<file path="src/design/ata_cmd_map.svh">
// Purpose: Constants for the ATA command slice (opcodes, codes, field positions)
// Assumes: Included by the command interpreter files
// Notes: Field positions refer to task-file register bytes
// How it works
// - Decode E5h and 98h as power query
// - Standby: busy, count 00h, unbusy, interrupt
// - Idle: busy, count FFh, unbusy, interrupt
// - Opcode 06h is data set management
// - Trim only via features bit 0; count zero reserved
// - Opcode C0h erases sectors; write fault possible
// - Erase start address from head, cylinders, sector
// - Opcode 90h runs internal diagnostic
// - Card mode: diagnostic only on selected drive
// - IDE mode: both run, master reports both
// - Diagnostic code 01h..05h in error register
// - Slave failure reported as 8Xh by master
// - Flush E7h completes ready+seek-done after media
// - Unsupported flush aborts
`ifndef ATA_CMD_MAP_SVH
`define ATA_CMD_MAP_SVH
`define OP_POWER_QUERY 8'hE5
`define OP_POWER_QUERY_OLD 8'h98
`define OP_DATA_SET_MGMT 8'h06
`define OP_ERASE_SECTORS 8'hC0
`define OP_DIAGNOSTIC 8'h90
`define OP_FLUSH_CACHE 8'hE7
`define COUNT_STANDBY 8'h00
`define COUNT_IDLE 8'hFF
`define DIAG_NO_ERROR 8'h01
`define DIAG_SLAVE_FAIL_HI 4'h8
`define ERR_ABORT_BIT 2
`define ERR_FREE 8'h00
`define ERR_ABORTED 8'h04
`define STS_AT_RESET 8'h50
`define STS_CMD_BUSY 8'h80
`define STS_ERR_BIT 0
`define STS_DSC_BIT 4
`define STS_DWF_BIT 5
`define STS_RDY_BIT 6
`define STS_BSY_BIT 7
`define DRIVE_BIT 4
`define TRIM_BIT 0
`define DIAG_WAIT 8'h0F
`endif

</file>
<file path="src/design/ata_cmd_pkg.sv">
// Purpose: Types for the ATA command slice
// Assumes: Nothing
// Notes: States of the command sequencer
package ata_cmd_pkg;
  typedef enum logic [2:0] {
    ST_IDLE = 3'b000,
    ST_BUSY = 3'b001,
    ST_WORK = 3'b010,
    ST_DONE = 3'b011,
    ST_IRQ = 3'b100
  } seq_state_type;
  typedef enum logic [2:0] {
    CMD_NONE = 3'b000,
    CMD_POWER = 3'b001,
    CMD_TRIM = 3'b010,
    CMD_ERASE = 3'b011,
    CMD_DIAG = 3'b100,
    CMD_FLUSH = 3'b101,
    CMD_ABORT = 3'b110
  } cmd_kind_type;
endpackage : ata_cmd_pkg

</file>
<file path="src/design/ata_cmd_core.sv">
// Purpose: Command sequencer for power query, trim, erase, diagnostic, flush
// Assumes: Task-file writes come from logic on the same clock
// Notes: Media work is delegated through a start/done handshake
`timescale 1ns/1ps
`default_nettype none
`include "ata_cmd_map.svh"
module ata_cmd_core (
  input wire logic clock,
  input wire logic reset,
  input wire logic cmdWrite,
  input wire logic [7:0] cmdOpcode,
  input wire logic [7:0] features,
  input wire logic [7:0] sectorCount,
  input wire logic [7:0] sectorNumber,
  input wire logic [7:0] cylinderLow,
  input wire logic [7:0] cylinderHigh,
  input wire logic [7:0] driveHead,
  input wire logic ideMode,
  input wire logic thisDrive,
  input wire logic isMaster,
  input wire logic inStandby,
  input wire logic flushSupported,
  input wire logic workDone,
  input wire logic workFault,
  input wire logic [7:0] selfTestCode,
  input wire logic slaveDiagFail,
  input wire logic [3:0] slaveDiagCode,
  output ata_cmd_pkg::cmd_kind_type workKind,
  output logic workStart,
  output logic [27:0] workLba,
  output logic [7:0] workCount,
  output logic [7:0] statusOut,
  output logic [7:0] errorOut,
  output logic [7:0] countOut,
  output logic countLoad,
  output logic interrupt
);
  import ata_cmd_pkg::*;
  seq_state_type state_q, state_d;
  cmd_kind_type kind_q, decKind;
  logic [7:0] status_q, error_q, count_q;
  logic countLoad_q, irq_q, start_q;
  logic [27:0] lba_q;
  logic [7:0] wcount_q;

  ata_opcode_decode u_decode (
    .opcode(cmdOpcode),
    .features(features),
    .sectorCount(sectorCount),
    .flushSupported(flushSupported),
    .kind(decKind)
  );

  // ************************************
  // Selection
  // ************************************
  wire driveSel = driveHead[`DRIVE_BIT] == thisDrive;
  wire acceptCmd = cmdWrite && (state_q == ST_IDLE) && (ideMode || driveSel);
  wire needsWork = (kind_q == CMD_TRIM) || (kind_q == CMD_ERASE) ||
                   (kind_q == CMD_FLUSH) || (kind_q == CMD_DIAG);
  wire [27:0] startLba = {driveHead[3:0], cylinderHigh, cylinderLow, sectorNumber};
  wire [7:0] powerCount = inStandby ? `COUNT_STANDBY : `COUNT_IDLE;
  wire diagSlaveBad = ideMode && isMaster && slaveDiagFail;
  wire [7:0] diagCode = diagSlaveBad ? {`DIAG_SLAVE_FAIL_HI, slaveDiagCode} : selfTestCode;
  wire faultNow = workFault && (kind_q != CMD_DIAG);

  // ************************************
  // Sequencer
  // ************************************
  always_comb begin
    state_d = state_q;
    unique case (state_q)
      ST_IDLE: if (acceptCmd) state_d = ST_BUSY;
      ST_BUSY: state_d = needsWork ? ST_WORK : ST_DONE;
      ST_WORK: if (workDone) state_d = ST_DONE;
      ST_DONE: state_d = ST_IRQ;
      ST_IRQ: state_d = ST_IDLE;
      default: state_d = ST_IDLE;
    endcase
  end

  always_ff @(posedge clock or posedge reset) begin
    if (reset) begin
      state_q <= ST_IDLE;
      kind_q <= CMD_NONE;
      lba_q <= 28'h000_0000;
      wcount_q <= 8'h00;
    end else begin
      state_q <= state_d;
      if (acceptCmd) begin
        kind_q <= decKind;
        lba_q <= startLba;
        wcount_q <= sectorCount;
      end
    end
  end

  always_ff @(posedge clock or posedge reset) begin
    if (reset) begin
      status_q <= `STS_AT_RESET;
      error_q <= `ERR_FREE;
      count_q <= 8'h00;
      countLoad_q <= 1'b0;
      start_q <= 1'b0;
    end else begin
      countLoad_q <= 1'b0;
      start_q <= (state_q == ST_BUSY) && needsWork;
      if (acceptCmd) begin
        status_q <= `STS_CMD_BUSY;
        error_q <= `ERR_FREE;
      end else if (state_q == ST_BUSY && kind_q == CMD_POWER) begin
        count_q <= powerCount;
        countLoad_q <= 1'b1;
      end else if (state_q == ST_BUSY && kind_q == CMD_ABORT) begin
        error_q <= `ERR_ABORTED;
      end else if (state_q == ST_WORK && workDone) begin
        if (kind_q == CMD_DIAG) error_q <= diagCode;
        if (faultNow) status_q[`STS_DWF_BIT] <= 1'b1;
      end else if (state_q == ST_DONE) begin
        status_q[`STS_BSY_BIT] <= 1'b0;
        status_q[`STS_RDY_BIT] <= 1'b1;
        status_q[`STS_DSC_BIT] <= 1'b1;
        status_q[`STS_ERR_BIT] <= (kind_q == CMD_ABORT) || status_q[`STS_DWF_BIT];
      end
    end
  end

  always_ff @(posedge clock or posedge reset) begin
    if (reset) irq_q <= 1'b0;
    else irq_q <= (state_q == ST_IRQ) ? 1'b1 : (acceptCmd ? 1'b0 : irq_q);
  end

  assign statusOut = status_q;
  assign errorOut = error_q;
  assign countOut = count_q;
  assign countLoad = countLoad_q;
  assign interrupt = irq_q;
  assign workStart = start_q;
  assign workKind = kind_q;
  assign workLba = lba_q;
  assign workCount = wcount_q;

  // ************************************
  // Checks
  // ************************************
  property p_busy_on_cmd;
    @(posedge clock) disable iff (reset) acceptCmd |=> statusOut[`STS_BSY_BIT];
  endproperty
  a_busy_on_cmd: assert property (p_busy_on_cmd) else $error("busy not set");
  property p_irq_after_busy;
    @(posedge clock) disable iff (reset) $rose(interrupt) |-> !statusOut[`STS_BSY_BIT];
  endproperty
  a_irq_after_busy: assert property (p_irq_after_busy) else $error("irq with busy");
  property p_power_count;
    @(posedge clock) disable iff (reset)
      (state_q == ST_BUSY && kind_q == CMD_POWER) |=> countLoad && countOut == $past(powerCount);
  endproperty
  a_power_count: assert property (p_power_count) else $error("bad power count");
  property p_power_irq;
    @(posedge clock) disable iff (reset) (countLoad && kind_q == CMD_POWER) |-> ##2 interrupt;
  endproperty
  a_power_irq: assert property (p_power_irq) else $error("no power irq");
  property p_abort;
    @(posedge clock) disable iff (reset)
      (state_q == ST_DONE && kind_q == CMD_ABORT) |=>
        errorOut[`ERR_ABORT_BIT] && statusOut[`STS_ERR_BIT];
  endproperty
  a_abort: assert property (p_abort) else $error("no abort");
  property p_flush_done;
    @(posedge clock) disable iff (reset)
      (state_q == ST_WORK && kind_q == CMD_FLUSH) |-> statusOut[`STS_BSY_BIT];
  endproperty
  a_flush_done: assert property (p_flush_done) else $error("flush early");
  property p_diag_code;
    @(posedge clock) disable iff (reset)
      (state_q == ST_WORK && workDone && kind_q == CMD_DIAG) |=> errorOut == $past(diagCode);
  endproperty
  a_diag_code: assert property (p_diag_code) else $error("bad diag code");
  property p_select;
    @(posedge clock) disable iff (reset)
      (cmdWrite && state_q == ST_IDLE && !ideMode && !driveSel) |=> state_q == ST_IDLE;
  endproperty
  a_select: assert property (p_select) else $error("wrong drive ran");
  property p_lba;
    @(posedge clock) disable iff (reset) acceptCmd |=> workLba == $past(startLba);
  endproperty
  a_lba: assert property (p_lba) else $error("bad lba");
  property p_busy_hold;
    @(posedge clock) disable iff (reset)
      (state_q == ST_BUSY || state_q == ST_WORK || state_q == ST_DONE) |->
        statusOut[`STS_BSY_BIT];
  endproperty
  a_busy_hold: assert property (p_busy_hold) else $error("busy dropped early");
  property p_fault_err;
    @(posedge clock) disable iff (reset)
      (state_q == ST_IRQ && statusOut[`STS_DWF_BIT]) |-> statusOut[`STS_ERR_BIT];
  endproperty
  a_fault_err: assert property (p_fault_err) else $error("fault without error");
  property p_ide_take;
    @(posedge clock) disable iff (reset)
      (cmdWrite && state_q == ST_IDLE && ideMode) |=> state_q == ST_BUSY;
  endproperty
  a_ide_take: assert property (p_ide_take) else $error("ide command dropped");
  property p_flush_ready;
    @(posedge clock) disable iff (reset)
      (state_q == ST_IRQ && kind_q == CMD_FLUSH) |->
        statusOut[`STS_RDY_BIT] && statusOut[`STS_DSC_BIT];
  endproperty
  a_flush_ready: assert property (p_flush_ready) else $error("flush not ready");
  property p_slave_code;
    @(posedge clock) disable iff (reset)
      (state_q == ST_WORK && workDone && kind_q == CMD_DIAG && diagSlaveBad) |=>
        errorOut[7:4] == `DIAG_SLAVE_FAIL_HI;
  endproperty
  a_slave_code: assert property (p_slave_code) else $error("bad slave code");
  property p_trim_zero;
    @(posedge clock) disable iff (reset)
      (acceptCmd && cmdOpcode == `OP_DATA_SET_MGMT && sectorCount == '0) |=>
        workKind == CMD_ABORT;
  endproperty
  a_trim_zero: assert property (p_trim_zero) else $error("zero trim taken");

  // ************************************
  // Covers
  // ************************************
  c_power: cover property (@(posedge clock) countLoad);
  c_flush: cover property (@(posedge clock) state_q == ST_WORK && kind_q == CMD_FLUSH);
  c_diag: cover property (@(posedge clock) diagSlaveBad && workDone);
  c_abort: cover property (@(posedge clock) state_q == ST_DONE && kind_q == CMD_ABORT);
  c_fault: cover property (@(posedge clock) faultNow && workDone);
endmodule : ata_cmd_core
`default_nettype wire

</file>
<file path="src/design/ata_opcode_decode.sv">
// Purpose: Classifies a command opcode into a command kind
// Assumes: Opcode is stable while decode is read
// Notes: Purely combinational
`timescale 1ns/1ps
`default_nettype none
`include "ata_cmd_map.svh"
module ata_opcode_decode (
  input wire logic [7:0] opcode,
  input wire logic [7:0] features,
  input wire logic [7:0] sectorCount,
  input wire logic flushSupported,
  output ata_cmd_pkg::cmd_kind_type kind
);
  import ata_cmd_pkg::*;
  wire isPower = (opcode == `OP_POWER_QUERY) || (opcode == `OP_POWER_QUERY_OLD);
  wire trimOk = features[`TRIM_BIT] && (sectorCount != 8'h00);
  wire isTrim = (opcode == `OP_DATA_SET_MGMT) && trimOk;
  wire isErase = opcode == `OP_ERASE_SECTORS;
  wire isDiag = opcode == `OP_DIAGNOSTIC;
  wire isFlush = (opcode == `OP_FLUSH_CACHE) && flushSupported;
  assign kind = isPower ? CMD_POWER :
                isTrim ? CMD_TRIM :
                isErase ? CMD_ERASE :
                isDiag ? CMD_DIAG :
                isFlush ? CMD_FLUSH : CMD_ABORT;
endmodule : ata_opcode_decode
`default_nettype wire

</file>
<file path="config.mk">
export PLATFORM = sky130hd
export DESIGN_NAME = ata_cmd_core
export DESIGN_NICKNAME = d
export VERILOG_FILES = /design/src/design/ata_cmd_pkg.sv /design/src/design/ata_cmd_core.sv /design/src/design/ata_opcode_decode.sv
export VERILOG_INCLUDE_DIRS = /design/src /design/src/design
export SDC_FILE = /design/constraint.sdc
export NUM_CORES = 1
export LEC_CHECK = 0
export BUFFER_PORTS_ARGS = -buffer_cell sky130_fd_sc_hd__buf_4
export CAP_MARGIN = 20
export CELL_PAD_IN_SITES_DETAIL_PLACEMENT = 0
export CELL_PAD_IN_SITES_GLOBAL_PLACEMENT = 2
export CORE_ASPECT_RATIO = 0.75
export CORE_UTILIZATION = 26
export DETAILED_ROUTE_END_ITERATION = 6
export GPL_TIMING_DRIVEN = 0
export MAX_ROUTING_LAYER = met4
export PLACE_DENSITY = 0.76
export SYNTH_ARGS = -nofsm -noshare
export SYNTH_HDL_FRONTEND = slang
export SYNTH_SLANG_ARGS = --single-unit
</file>
<file path="constraint.sdc">
create_clock -name clock -period 2.21 [get_ports clock]
set_input_delay 0.1105 -clock clock [delete_from_list [all_inputs] [get_ports clock]]
set_output_delay 0.1105 -clock clock [all_outputs]
set_load 0.02 [all_outputs]
</file>
# After elaboration in Yosys (flattened, before gate mapping)
# Index checks and enable logic that the tools add are counted.
# classes
reduce_logical	31
bitwise	1
eq_ne	23
n_mux	34
# ops
cell	count
$mux 8	7
$eq 8x8->1 const B	5
$mux 3	6
$mux 1	14
$eq 3x2->1 const B	4
$eq 3x3->1 const B	4
$logic_and 1x1->1	12
$mux 4	3
$pmux 3 s4	1
$ne 2x2->1 const B	5
$eq 8x3->1 const B	1
$reduce_and 4->1	2
$reduce_bool 2->1	4
$reduce_bool 8->1	1
$eq 3x1->1 const B	2
$logic_or 1x1->1	6
$mux 2	3
$reduce_bool 3->1	2
$reduce_and 2->1	2
$logic_not 3->1	1
$ne 3x3->1 const B	1
$reduce_and 3->1	1
$eq 1x1->1	1
$not 1->1	1
# word_totals
regBits	66
word_cells	100
output_inout_bits	66

# Longest topological paths before layout
# Gate-level depths: netlist of the first run.
# depth
depth_word	8
ltp_mapped	7

# Cells and area by module
# From an unflattened synthesis of the first run, not the netlist that was laid out.
# unflattened
hier_cells	195
area_unflattened_um2	2716.4
# modules_own_cells
module	cells_per_inst	area_per_inst_um2	instances
ata_cmd_core	177	2576.2	1
ata_opcode_decode	18	140.1	1

# Worst setup path after synthesis of the first run
# Ideal clock, no wire load.
# synth_timing
kind	flip-flop to flip-flop
from	reg state_q[0]
to	reg wcount_q[0], in the netlist workCount[0]
path_slack_ns	0.608
arrival_time_ns	1.477
synth_period_minus_slack_ns	1.602
setup_time_ns	0.125
path_stages_with_launch	7
required_ns	2.085
path_cell_list	dfrtp_1 buf_4 nor2_1 o2111a_1 buf_4 buf_4 mux2_2
# synth_via
elab_chain_len	3
# synth_lines
item	line_no	text
from (decl)	ata_cmd_core.sv:39	seq_state_type state_q, state_d;
from (signal assigned)	ata_cmd_core.sv:89	state_q <= state_d;
$logic_not 3->1	ata_cmd_core.sv:58	wire acceptCmd = cmdWrite && (state_q == ST_IDLE) && (ideMode || driveSel);
$logic_and 1x1->1 (2 in series)	ata_cmd_core.sv:58	
to (signal assigned)	ata_cmd_core.sv:93	wcount_q <= sectorCount;
to (decl)	ata_cmd_core.sv:44	logic [7:0] wcount_q;
# No other way between the ends.
# A chain may end at the register's enable or synchronous reset.

# Final worst setup path of the first run
# layout_timing
from	reg state_q[0]
to	reg lba_q[27], in the netlist workLba[27]
# layout_via
elab_chain_len	3
# layout_lines
item	line_no	text
$logic_not 3->1	ata_cmd_core.sv:58	
$logic_and 1x1->1 (2 in series)	ata_cmd_core.sv:58	
to (signal assigned)	ata_cmd_core.sv:92	lba_q <= startLba;
to (decl)	ata_cmd_core.sv:43	logic [27:0] lba_q;
# No other way between the ends.

==> summary.md, run 1 <==
| Metric | Value |
|---|---|
| Status | `finished, final reports clean` |
| Total Power | `5.750 mW` |
| Commonest non-fill, non-tap cell in the layout | `buf_4` |
| CP peak stage delay | `0.36 ns` |
| Crit Path Category | `flop to flop` |
| Die W | `about 120 um` |
| Critical path's top delay family | `buffers and inverters` |
| Post_cts resized | `0` |
| XOR/XNOR Fraction of Synth Area | `1.020%` |
| Worst path required time | `2.41 ns` |
| Final Skew | `0.004616 ns` |
| Vias per inst | `about 4.3` |
| Register area share after synthesis | `56.41%` |
| Sw frac | `34.73%` |
| Critical-path cell list | `buf_4 -> nor2_1 -> o2111a_1 -> buf_4 -> buf_4 -> mux2_2` |
| Commonest non-fill, non-tap cells in the layout | `148 x buf_4, 57 x dfrtp_1, 38 x mux2_2, 21 x nor2_1, 9 x clkbuf_16` |
| Worst-path clk slew | `0.05 ns` |
| Fin Setup TNS | `0 ns` |
| Initial Utilization | `26.77%` |
| WP data arrival | `1.99 ns` |
| Worst-margin pin slew | `about 0.64 ns` |
| Startpoint Class | `flop` |
| Fin Hold WS | `0.02109 ns` |
| CP Capture Type | `flop` |
| Fin area | `~0.0041 mm2` |
| Simple-Gate Fraction of Synth Area | `10.54%` |
| Register share of total power | `31.8%` |
| Die H | `just under 90 um` |
| Root Buffer | `clkbuf_16` |
| I/O Buffers | `131` |
| Final Util | `42.38%` |
| Largest net degree at the start of global routing | `31` |
| Worst R2R Setup Slack | `0.42 ns` |
| IO Pins | `145` |
| Core area | `between 0.009 and 0.01 mm2` |
| Critical path buffers and inverters | `3` |
| Main synth FF type | `dfrtp_1` |
| Largest family of logic cells by synthesized area | `multiplexers` |
| Cell variety after synth | `43` |
| Hold Path Class | `input pin to flop` |
| Via count | `approximately 2,100` |
| Post-CTS setup buffer count | `0` |
| Post-synthesis cell count | `200` |
| Synth Area in Compound Gates | `6.511%` |
| Reg2reg start | `state_q[0]` |
| HP Start | `cylinderHigh[3]` |
| Mux cell area share after synthesis | `around a fifth` |
| Synthesized area per cell | `12.87 um2` |
| Pleak | `1.946 nW` |
| Number of synthesized flops with an enable pin | `0` |
| Peak Freq | `~560 MHz` |
| Clk Latency, worst-skew pair | `0.32 ns` |
| Cell Area, Placed | `about 0.0038 mm2` |
| Crit share post-route | `80.89%` |
| Min cycle time layout | `1.788 ns` |
| Setup-failing EPs final | `0` |
| Int Power | `3.753 mW` |
| Clock share of power | `24.4%` |
| Syn Std Cell Area | `0.002575 mm2` |
| GRT Total Usage | `13.59%` |
| Rel. slew slack | `56.94%` |
| Number of global-route vias before repair | `between 2,000 and 2,500` |
| Final hold violation count | `0` |
| Slowest CP cell | `mux2_2` |
| P&R area growth vs syn | `58.31%` |
| Reg2reg end | `workLba[27]` |
| FP Rows | `31` |
| Antenna violations before repair | `0` |
| Pre-Repair DR Iteration Count | `4` |
| Max-slew violations | `0` |
| NetSw | `1.997 mW` |
| DRC | `0` |
| Diodes inserted | `0` |
| Fillers | `967` |
| Logic pwr share | `roughly 44%` |
| Most used cell, CP | `buf_4` |
| Share of layout cells above drive strength 1 | `58.97%` |
| Grt ovf | `0` |
| H-tree depth | `3` |
| Final net count | `426` |
| HPWL after detailed placement | `4.897 mm` |
| Hold Path End | `workLba[19]` |
| Synth warn | `0` |
| Routed WL | `6.501 mm` |
| Pwr Density | `approximately 1400 mW/mm2` |
| Clock sinks | `58` |
| Max VDD drop | `0.7823 mV` |
| Asr flop ratio synth | `100.0%` |
| WHS Path Cells | `2` |
| GP Congestion | `0.7445` |
| Clk buf depth | `2` |
| TritonCTS buffer count | `9` |
| Wire length per cell | `13.46 um` |
| Die area | `0.01031 mm2` |
| Worst reg-to-reg path cell count | `6` |
| Yosys reg bits | `58` |
| TritonCTS clock tree | `yes` |
| MaxCap Viol Count | `0` |
| Post-Synth Adder-Cell Area | `0%` |
| Post-detailed-route count of antenna-violating nets | `0` |
| Initial DRC count | `56` |
| Max FO, Critical Path | `10` |
| RSZ-0062 raised after global routing | `no` |
| First-pass GRT wire length | `10.09 mm` |
## sequential cells by signal (all words and copies together), names as in the netlist
name	flops
workLba	28
errorOut	8
workCount	8
statusOut	4
state_q	3
workKind	3
countLoad	1
countOut	1
interrupt	1
workStart	1
## worst max-delay path by stage
stage	start	to	cells after the start
after global placement	reset	workCount[6]	2
after CTS	state_q[0]	workLba[27]	6
after floorplan	state_q[0]	workCount[0]	6
final	state_q[0]	workLba[27]	6
after detailed placement	state_q[0]	workLba[27]	6
after global routing	state_q[0]	workLba[4]	6
## cell usage after synthesis (3+ instances only)
cell	number	area [um2]
a211oi_1	5	37.54
and2_1	3	18.77
buf_4	17	127.6
dfrtp_1	57	1426
inv_1	6	22.52
mux2_2	38	427.9
mux2i_1	6	60.06
nor2_1	21	78.83
## per-stage QoR
| stage | cells | setup slack [ns] |
|---|---|---|
| after floorplan | 202 | 0.6083 |
| after global placement | 465 | -0.1743 |
| after detailed placement | 466 | 0.4127 |
| after CTS | 483 | 0.4028 |
| after global routing | 483 | 0.3145 |
| final | 483 | 0.4223 |
## layout make-up
cell class	count	area [um2]	share of cell area, %
inverters	6	22.52	0.5525
clock buffers	13	270.3	6.630
flip-flops and latches	58	1453	35.64
multi-input cells	119	964.7	23.66
well taps	132	165.2	4.052
plain buffers	19	142.6	3.499
clock inverters	2	35.03	0.8594
repair buffers	134	1023	25.11
## power by group through the flow
stage	Combinational, mW	Clock, mW	Sequential (mW)
after detailed placement	2.55	0	1.84
after global routing	2.71	1.50	1.90
after CTS	2.55	1.45	1.84
after floorplan	0.956	0	2.34
after global placement	2.53	0	1.82
final	2.51	1.41	1.83
## metal layers
layer	global-route usage (%)	part of all wire, %	vias to the layer above
met5	-	0	-
met4	4.488	1.3	0
met3	5.744	8.2	8
met2	19.31	43	92
met1	17.31	47	963
li1	-	-	995
## kinds of logic (layout without fill, tap and decap cells)
logic type	after synthesis	count (layout)
flops	58	58
simple gates	47	47
mux	44	44
buf+inv	25	174
compound gates	22	22
xor+xnor	3	3
other cells	1	3
## worst reg2reg max path, cell delays in order, from the launching register on
cell	delay (ns)
dfrtp_1	0.35
buf_4	0.16
nor2_1	0.19
o2111a_1	0.21
buf_4	0.18
buf_4	0.23
mux2_2	0.36
## repair_timing
item                                    in CTS  in global routing
endpoints found under the setup margin       0                  0
hold endpoints to repair                    29                  0
hold buffers                                 2                  0
Note: power is estimated with default switching activity, not from simulation.
==> run 2: changes to the inputs <==
--- a/config.mk
+++ b/config.mk
@@ -6,12 +6,13 @@
 export SDC_FILE = /design/constraint.sdc
 export NUM_CORES = 1
 export LEC_CHECK = 0
+export ABC_AREA = 1
 export BUFFER_PORTS_ARGS = -buffer_cell sky130_fd_sc_hd__buf_4
 export CAP_MARGIN = 20
 export CELL_PAD_IN_SITES_DETAIL_PLACEMENT = 0
 export CELL_PAD_IN_SITES_GLOBAL_PLACEMENT = 2
 export CORE_ASPECT_RATIO = 0.75
-export CORE_UTILIZATION = 26
+export CORE_UTILIZATION = 23
 export DETAILED_ROUTE_END_ITERATION = 6
 export GPL_TIMING_DRIVEN = 0
 export MAX_ROUTING_LAYER = met4
==> constraint.sdc (replaced) <==
create_clock -name clock -period 1.7 [get_ports clock]
set_input_delay 0.085 -clock clock [delete_from_list [all_inputs] [get_ports clock]]
set_output_delay 0.085 -clock clock [all_outputs]
set_load 0.02 [all_outputs]
==> run 2 against run 1 <==
Via count grew 30%. Non-clock buffer count grew 37. Core utilization shrank 2.0 points. Largest cell class is now buffers. Hold slack gained 0.041 ns. Power grew 31%. First-iteration DRC count grew 43%. Critical path depth is the same. Clock power grew 9.9%. Critical path type unchanged.
==> summary.md, run 2 <==
| Metric | Value |
|---|---|
| Mux cell area share after synthesis | `0% (-19 points)` |
| Reg2reg start | `workKind[1]` |
| MaxCap Viol Count | `0 (unchanged)` |
| Reg2reg end | `errorOut[2]` |
| Pleak | `2.515 nW (+29%)` |
| CP Capture Type | `flop` |
| Root Buffer | `clkbuf_16` |
| Worst-path clk slew | `0.05 ns (about the same)` |
| Worst R2R Setup Slack | `0.26 ns (-0.16 ns)` |
| XOR/XNOR Fraction of Synth Area | `0% (-1.0 points)` |
| H-tree depth | `3 (unchanged)` |
| P&R area growth vs syn | `67.69%` |
| Synth Area in Compound Gates | `2.188% (-4.3 points)` |
| Min cycle time layout | `1.437 ns (-0.3507 ns)` |
| Peak Freq | `695.9 MHz (+24%)` |
| Cell Area, Placed | `0.003874 mm2 (+3.3%)` |
| TritonCTS clock tree | `yes` |
| Register area share after synthesis | `54.05% (-2.4 points)` |
| Status | `finished, final reports clean` |
| Die W | `126.8 um (+8.5%)` |
| Synthesized area per cell | `7.836 um2 (-39%)` |
| Largest family of logic cells by synthesized area | `simple AND/OR/NAND/NOR gates` |
| Setup-failing EPs final | `0 (unchanged)` |
| Routed WL | `8.033 mm (+24%)` |
| Initial DRC count | `80 (+43%)` |
| FP Rows | `33 (+6.5%)` |
| Final net count | `605 (+42%)` |
| Post-Synth Adder-Cell Area | `0% (unchanged)` |
| Syn Std Cell Area | `0.002688 mm2 (+4.4%)` |
| Crit Path Category | `flop to flop` |
| Main synth FF type | `dfrtp_1` |
| TritonCTS buffer count | `9 (unchanged)` |
| Post-detailed-route count of antenna-violating nets | `0 (unchanged)` |
| Grt ovf | `0 (unchanged)` |
| DRC | `0 (unchanged)` |
| RSZ-0062 raised after global routing | `no` |
| Largest net degree at the start of global routing | `36 (+16%)` |
| Total Power | `7.505 mW (+31%)` |
| Fillers | `1,163 (+20%)` |
| HPWL after detailed placement | `5.913 mm (+21%)` |
| GRT Total Usage | `14.55% (+0.96 points)` |
| First-pass GRT wire length | `13.03 mm (+29%)` |
| Number of global-route vias before repair | `2,660 (+33%)` |
| Rel. slew slack | `62.17% (+5.2 points)` |
| Post-synthesis cell count | `343 (+72%)` |
| Max FFs per register | `28 (unchanged)` |
| Die area | `0.01213 mm2 (+18%)` |
| Pwr Density | `1665 mW/mm2 (+18%)` |
| Post-synth top cells | `167 x nand2_1, 57 x dfrtp_1, 31 x nor2_1, 23 x inv_1, 17 x nand3_1` |
| Startpoint Class | `flop` |
| Clk Latency, worst-skew pair | `0.32 ns (about the same)` |
| Crit. Startpoint | `workKind[1]` |
| Fin Hold WS | `0.06222 ns (+0.04113 ns)` |
| Final Skew | `0.007212 ns (+0.002596 ns)` |
| Crit share post-route | `84.53% (+3.6 points)` |
| Share of the synthesized area in the top cell type | `53.07% (-2.3 points)` |
| Yosys reg bits | `58 (unchanged)` |
| Commonest non-fill, non-tap cell in the layout | `nand2_1` |
| Simple-Gate Fraction of Synth Area | `35.06% (+25 points)` |
| Post-CTS setup buffer count | `0 (unchanged)` |
| Crit path to | `errorOut[2]` |
| Final hold violation count | `0 (unchanged)` |
| Count leader, synth | `nand2_1` |
| Max FO, Critical Path | `9 (-1)` |
| Fin area | `0.004507 mm2 (+11%)` |
| Via count | `2,672 (+30%)` |
| Worst reg-to-reg path cell count | `6 (unchanged)` |
| Max VDD drop | `0.5809 mV (-26%)` |
| Core area | `0.01115 mm2 (+16%)` |
| GP Congestion | `0.7851 (+5.5%)` |
| Vias per inst | `3.982 (-6.5%)` |
| WP data arrival | `1.64 ns (-0.35 ns)` |
| Synth warn | `0 (unchanged)` |
| Antenna violations before repair | `0 (unchanged)` |
| Worst-margin pin slew | `0.5666 ns (-0.07839 ns)` |
| Clk buf depth | `2 (unchanged)` |
| Share of layout cells above drive strength 1 | `32.02% (-27 points)` |
| Worst path required time | `1.91 ns (-0.50 ns)` |
| Initial Utilization | `24.11% (-2.7 points)` |
| Number of synthesized flops with an enable pin | `0 (unchanged)` |
| Max-slew violations | `0 (unchanged)` |
| Commonest non-fill, non-tap cells in the layout | `167 x nand2_1, 145 x buf_4, 57 x dfrtp_1, 38 x dlygate4sd3_1, 31 x nor2_1` |
| Top area cells in the synthesized netlist | `dfrtp_1 53%, nand2_1 23%, nor2_1 4.3%` |
| I/O Buffers | `131 (unchanged)` |
| Hold Path Class | `input pin to flop` |
| IO Pins | `145 (unchanged)` |
| Die H | `95.62 um (+8.4%)` |
| Largest area contributor in the netlist | `dfrtp_1` |
| Diodes inserted | `0 (unchanged)` |
| Fin Setup TNS | `0 ns (unchanged)` |
| Wire length per cell | `11.97 um (-11%)` |
| Pre-Repair DR Iteration Count | `4 (unchanged)` |
| Clock sinks | `58 (unchanged)` |
| Cell variety after synth | `25 (-42%)` |
| Asr flop ratio synth | `100.0% (unchanged)` |
[run 2: cell count changes after synthesis, sizes merged, moves of 3 or more]
cell / change
nand2: +165
mux2: -38
inv: +18
nand3: +16
nor2: +15
mux2i: -6
a211oi: -5
o21ai: +5
and2: -3
nand3b: +3
[run 2: metrics by stage]
step                instances  util [%]  worst slack (ns)
floorplan                 345         -            0.1887
global placement          616     34.57           -0.8027
detailed placement        617     34.75            0.2326
CTS                       671     40.43            0.2183
global route              671     40.43           0.03395
finish                    671     40.43            0.2630
[run 2: per-layer routing]
metal,share of wire [%],GRT usage [%]
met1,50,18.76
met2,42,21.84
met3,6.8,5.051
met4,0.97,3.571
met5,0,-
[run 2: worst max-delay path, stage by stage, from the launching register on]
cell and delay, ns:
dfrtp_1 0.41, inv_1 0.12, nand3_1 0.21, nor2_4 0.31, nor2_2 0.15, nand2_1 0.08, nand2_1 0.04
[run 2: layout make-up]
class	count	area (um2)	area share, %
inverter	24	90.09	1.999
clock inverter	1	5.005	0.1110
buffer	20	140.1	3.109
clock buffer	15	247.7	5.497
tap	140	175.2	3.887
multi-input combinational	243	1012	22.46
sequential	58	1453	32.23
timing repair buffer	170	1384	30.71
[run 2: how the worst min path moves through the flow]
stage	start	endpoint	slack, ns	cells after the start
after floorplan	inStandby	countOut[6]	0.19	1
after global placement	inStandby	countOut[6]	0.28	2
after detailed placement	reset	errorOut[5]	0.19	2
after CTS	workDone	state_q[0]	0.05	3
after global routing	workDone	state_q[0]	0.06	3
final	workDone	state_q[0]	0.06	3
[run 2: what timing repair did]
action,CTS,global route
hold buffers,38,0
gates resized for setup,0,0
hold endpoints to repair,60,0
[run 2: cell families (layout without fill, tap and decap cells)]
family / count (synthesis) / in the layout
simple gates: 230 / 230
other cells: 1 / 3
flops: 58 / 58
compound gates: 10 / 10
buf+inv: 44 / 230
[run 2: power breakdown]
group | switching (mW) | internal [mW]
combinational | 2.02 | 1.54
sequential | 0.403 | 2.00
clock | 0.567 | 0.983
total | 2.99 | 4.52
==> run 3: changes to the inputs <==
--- a/config.mk
+++ b/config.mk
@@ -6,13 +6,13 @@
 export SDC_FILE = /design/constraint.sdc
 export NUM_CORES = 1
 export LEC_CHECK = 0
-export ABC_AREA = 1
+export ABC_AREA = 0
 export BUFFER_PORTS_ARGS = -buffer_cell sky130_fd_sc_hd__buf_4
 export CAP_MARGIN = 20
 export CELL_PAD_IN_SITES_DETAIL_PLACEMENT = 0
 export CELL_PAD_IN_SITES_GLOBAL_PLACEMENT = 2
 export CORE_ASPECT_RATIO = 0.75
-export CORE_UTILIZATION = 23
+export CORE_UTILIZATION = 26
 export DETAILED_ROUTE_END_ITERATION = 6
 export GPL_TIMING_DRIVEN = 0
 export MAX_ROUTING_LAYER = met4
==> constraint.sdc (replaced) <==
create_clock -name clock -period 1.4 [get_ports clock]
set_input_delay 0.07 -clock clock [delete_from_list [all_inputs] [get_ports clock]]
set_output_delay 0.07 -clock clock [all_outputs]
set_load 0.02 [all_outputs]
==> run 3 against run 2 <==
The flow now finishes with violations (setup timing). Sequential share of layout area is 0.25 points lower. Non-clock buffer count increased by 11. Power increased by 22%. Fmax decreased by 11%. Critical path depth down 1. Setup slack lost 0.47 ns. Core utilization is 6.9 points higher. Die area shrank 15%. First-iteration DRC count down 31%. Clock power grew 28%. Clock skew rose by 0.0014 ns. Via count decreased by 16%. Largest cell class unchanged. Largest power group unchanged.
==> summary.md, run 3 (same netlist as run 1, synthesis figures left out) <==
| Metric | Value |
|---|---|
| Commonest non-fill, non-tap cells in the layout | `153 x buf_4, 55 x dfrtp_1, 39 x dlygate4sd3_1, 38 x mux2_2, 18 x nor2_1` |
| Setup WS post-layout | `-0.2117 ns (-0.4747 ns)` |
| Slowest CP cell | `dfrtp_2` |
| Pre-Repair DR Iteration Count | `4 (unchanged)` |
| Clk buf depth | `2 (unchanged)` |
| FP Rows | `31 (-6.1%)` |
| Root Buffer | `clkbuf_16` |
| First-pass GRT wire length | `10.99 mm (-16%)` |
| Diodes inserted | `0 (unchanged)` |
| Grt ovf | `0 (unchanged)` |
| WHS Path Cells | `3 (unchanged)` |
| Max FFs per register | `28 (unchanged)` |
| Final Util | `47.29% (+6.9 points)` |
| P&R area growth vs syn | `76.68%` |
| I/O Buffers | `131 (unchanged)` |
| CP peak stage delay | `0.45 ns (+0.04 ns)` |
| TritonCTS buffer count | `9 (unchanged)` |
| Worst-margin pin slew | `0.7682 ns (+0.2017 ns)` |
| Final hold violation count | `0 (unchanged)` |
| Largest net degree at the start of global routing | `34 (-5.6%)` |
| Post-detailed-route count of antenna-violating nets | `0 (unchanged)` |
| Core area | `0.009619 mm2 (-14%)` |
| Crit share post-route | `115.1% (+31 points)` |
| Number of global-route vias before repair | `2,188 (-18%)` |
| Critical-path cell list | `nor2_2 -> o2111a_1 -> buf_6 -> buf_8 -> mux2_2` |
| Pwr Density | `2015 mW/mm2 (+21%)` |
| Hold Path Class | `input pin to flop` |
| GP Congestion | `0.7517 (-4.3%)` |
| RSZ-0062 raised after global routing | `yes` |
| IO Pins | `145 (unchanged)` |
| Clock sinks | `58 (unchanged)` |
| Fin Hold WS | `0.02203 ns (-0.04020 ns)` |
| MaxCap Viol Count | `0 (unchanged)` |
| DR top layer | `met4` |
| Max-slew violations | `0 (unchanged)` |
| Share of layout cells above drive strength 1 | `56.14% (+24 points)` |
| Crit path depth | `5 (-1)` |
| Failing checks | `setup timing` |
| Die H | `88.19 um (-7.8%)` |
| Rel. slew slack | `48.68% (-13 points)` |
| Pleak | `2.153 nW (-14%)` |
| Max VDD drop | `1.091 mV (+88%)` |
| Die W | `116.9 um (-7.8%)` |
| Final net count | `474 (-22%)` |
| Startpoint Class | `flop` |
| Critical path's top delay family | `flip-flops` |
| Met1 wire length | `3.292 mm (-18%)` |
| Peak Freq | `620.5 MHz (-11%)` |
| Clk Latency, worst-skew pair | `0.33 ns (about the same)` |
| Initial Utilization | `26.77% (+2.7 points)` |
| Commonest non-fill, non-tap cell in the layout | `buf_4` |
| H-tree depth | `3 (unchanged)` |
| CP Capture Type | `flop` |
| Met2 routed WL | `3.118 mm (-8.0%)` |
| TritonCTS clock tree | `yes` |
| Max FO, Critical Path | `10 (+1)` |
| Status | `finished with violations` |
| Crit Path Category | `flop to flop` |
| DRC | `0 (unchanged)` |
| Vias per inst | `4.241 (+6.5%)` |
| Wire length per cell | `13.39 um (+12%)` |
| GRT Total Usage | `14.90% (+0.35 points)` |
| WP data arrival | `1.82 ns (+0.18 ns)` |
| HPWL after detailed placement | `4.869 mm (-18%)` |
| Setup-failing EPs final | `48 (+48)` |
| Worst-path clk slew | `0.05 ns (about the same)` |
| Worst path required time | `1.61 ns (-0.30 ns)` |
| Met3 WL post-DR | `612 um (+11%)` |
| Worst reg-to-reg path cell count | `5 (-1)` |
| Via count | `2,252 (-16%)` |
| Die area | `0.01031 mm2 (-15%)` |
| Routed WL | `7.111 mm (-11%)` |
| Antenna violations before repair | `0 (unchanged)` |
| Min cycle time layout | `1.612 ns (+0.1747 ns)` |
| Initial DRC count | `55 (-31%)` |
| Critical path buffers and inverters | `2 (+1)` |
| Final Skew | `0.008650 ns (+0.001438 ns)` |
## run 3: changes by cell type in the layout (fill, tap and decap cells not counted), sizes merged, moves of 5 or more
cell	delta
nand2	-165
mux2	+38
inv	-19
nand3	-16
nor2	-15
buf	+10
mux2i	+6
a211oi	+5
o21ai	-5
## run 3: worst paths after layout
check,startpoint,end,slack (ns)
hold / removal,workFault,statusOut[5],0.02
hold reg to reg,workLba[14],workLba[14],0.50
min in group asynchronous,reset,workLba[16],0.46
max in group asynchronous,reset,workCount[4],0.38
setup / recovery,state_q[1],workLba[9],-0.21
setup reg to reg,state_q[1],workLba[9],-0.21
## run 3: cell type report
class / count / area [um2]
repair buffers: 183 / 1481
clock inverters: 3 / 15.01
inverters: 6 / 26.28
well taps: 132 / 165.2
clock buffers: 12 / 256.5
multi-input cells: 119 / 975.9
plain buffers: 18 / 173.9
fillers: 903 / 5070
flip-flops and latches: 58 / 1455
## run 3: per-layer routing
layer  GRT usage, %  vias up
met2          20.66       89
met3          6.159        7
met4          5.869        0
li1               -     1096
met1          19.14     1060
met5              -        -
## run 3: per-stage QoR
step / TNS, ns / power [mW] / setup slack [ns] / instance area, um2 / instances
finish: -8.648 / 9.167 / -0.2117 / 4549 / 531
global route: -12.18 / 9.731 / -0.2822 / 4549 / 531
floorplan: -4.606 / 5.249 / -0.1679 / 2611 / 202
CTS: -9.827 / 9.243 / -0.2569 / 4516 / 527
detailed placement: -11.34 / 7.003 / -0.3327 / 3780 / 466
global placement: -11.29 / 6.940 / -0.3184 / 3760 / 465
## run 3: worst min-delay path: cells and delay by family
family / cells / cell delay (ns)
AOI/OAI and AO/OA: 1 / 0.06
buffers and inverters: 1 / 0.08
and+or+nand+nor: 1 / 0.09
## run 3: what timing repair did
item | CTS | global route
pin swaps | 4 | 4
buffers inserted | 6 | 5
endpoints found under the hold margin | 69 | 0
endpoints found under the setup margin | 47 | 50
resized for setup | 7 | 3
gates cloned | 1 | 0
hold buffers | 39 | 0
## run 3: report_power, final
| part | switching (mW) | leakage (nW) | total [mW] | internal (mW) |
|---|---|---|---|---|
| clock network | 0.719 | 0.138 | 1.99 | 1.27 |
| logic | 2.07 | 1.31 | 4.27 | 2.20 |
| registers | 0.485 | 0.701 | 2.91 | 2.42 |
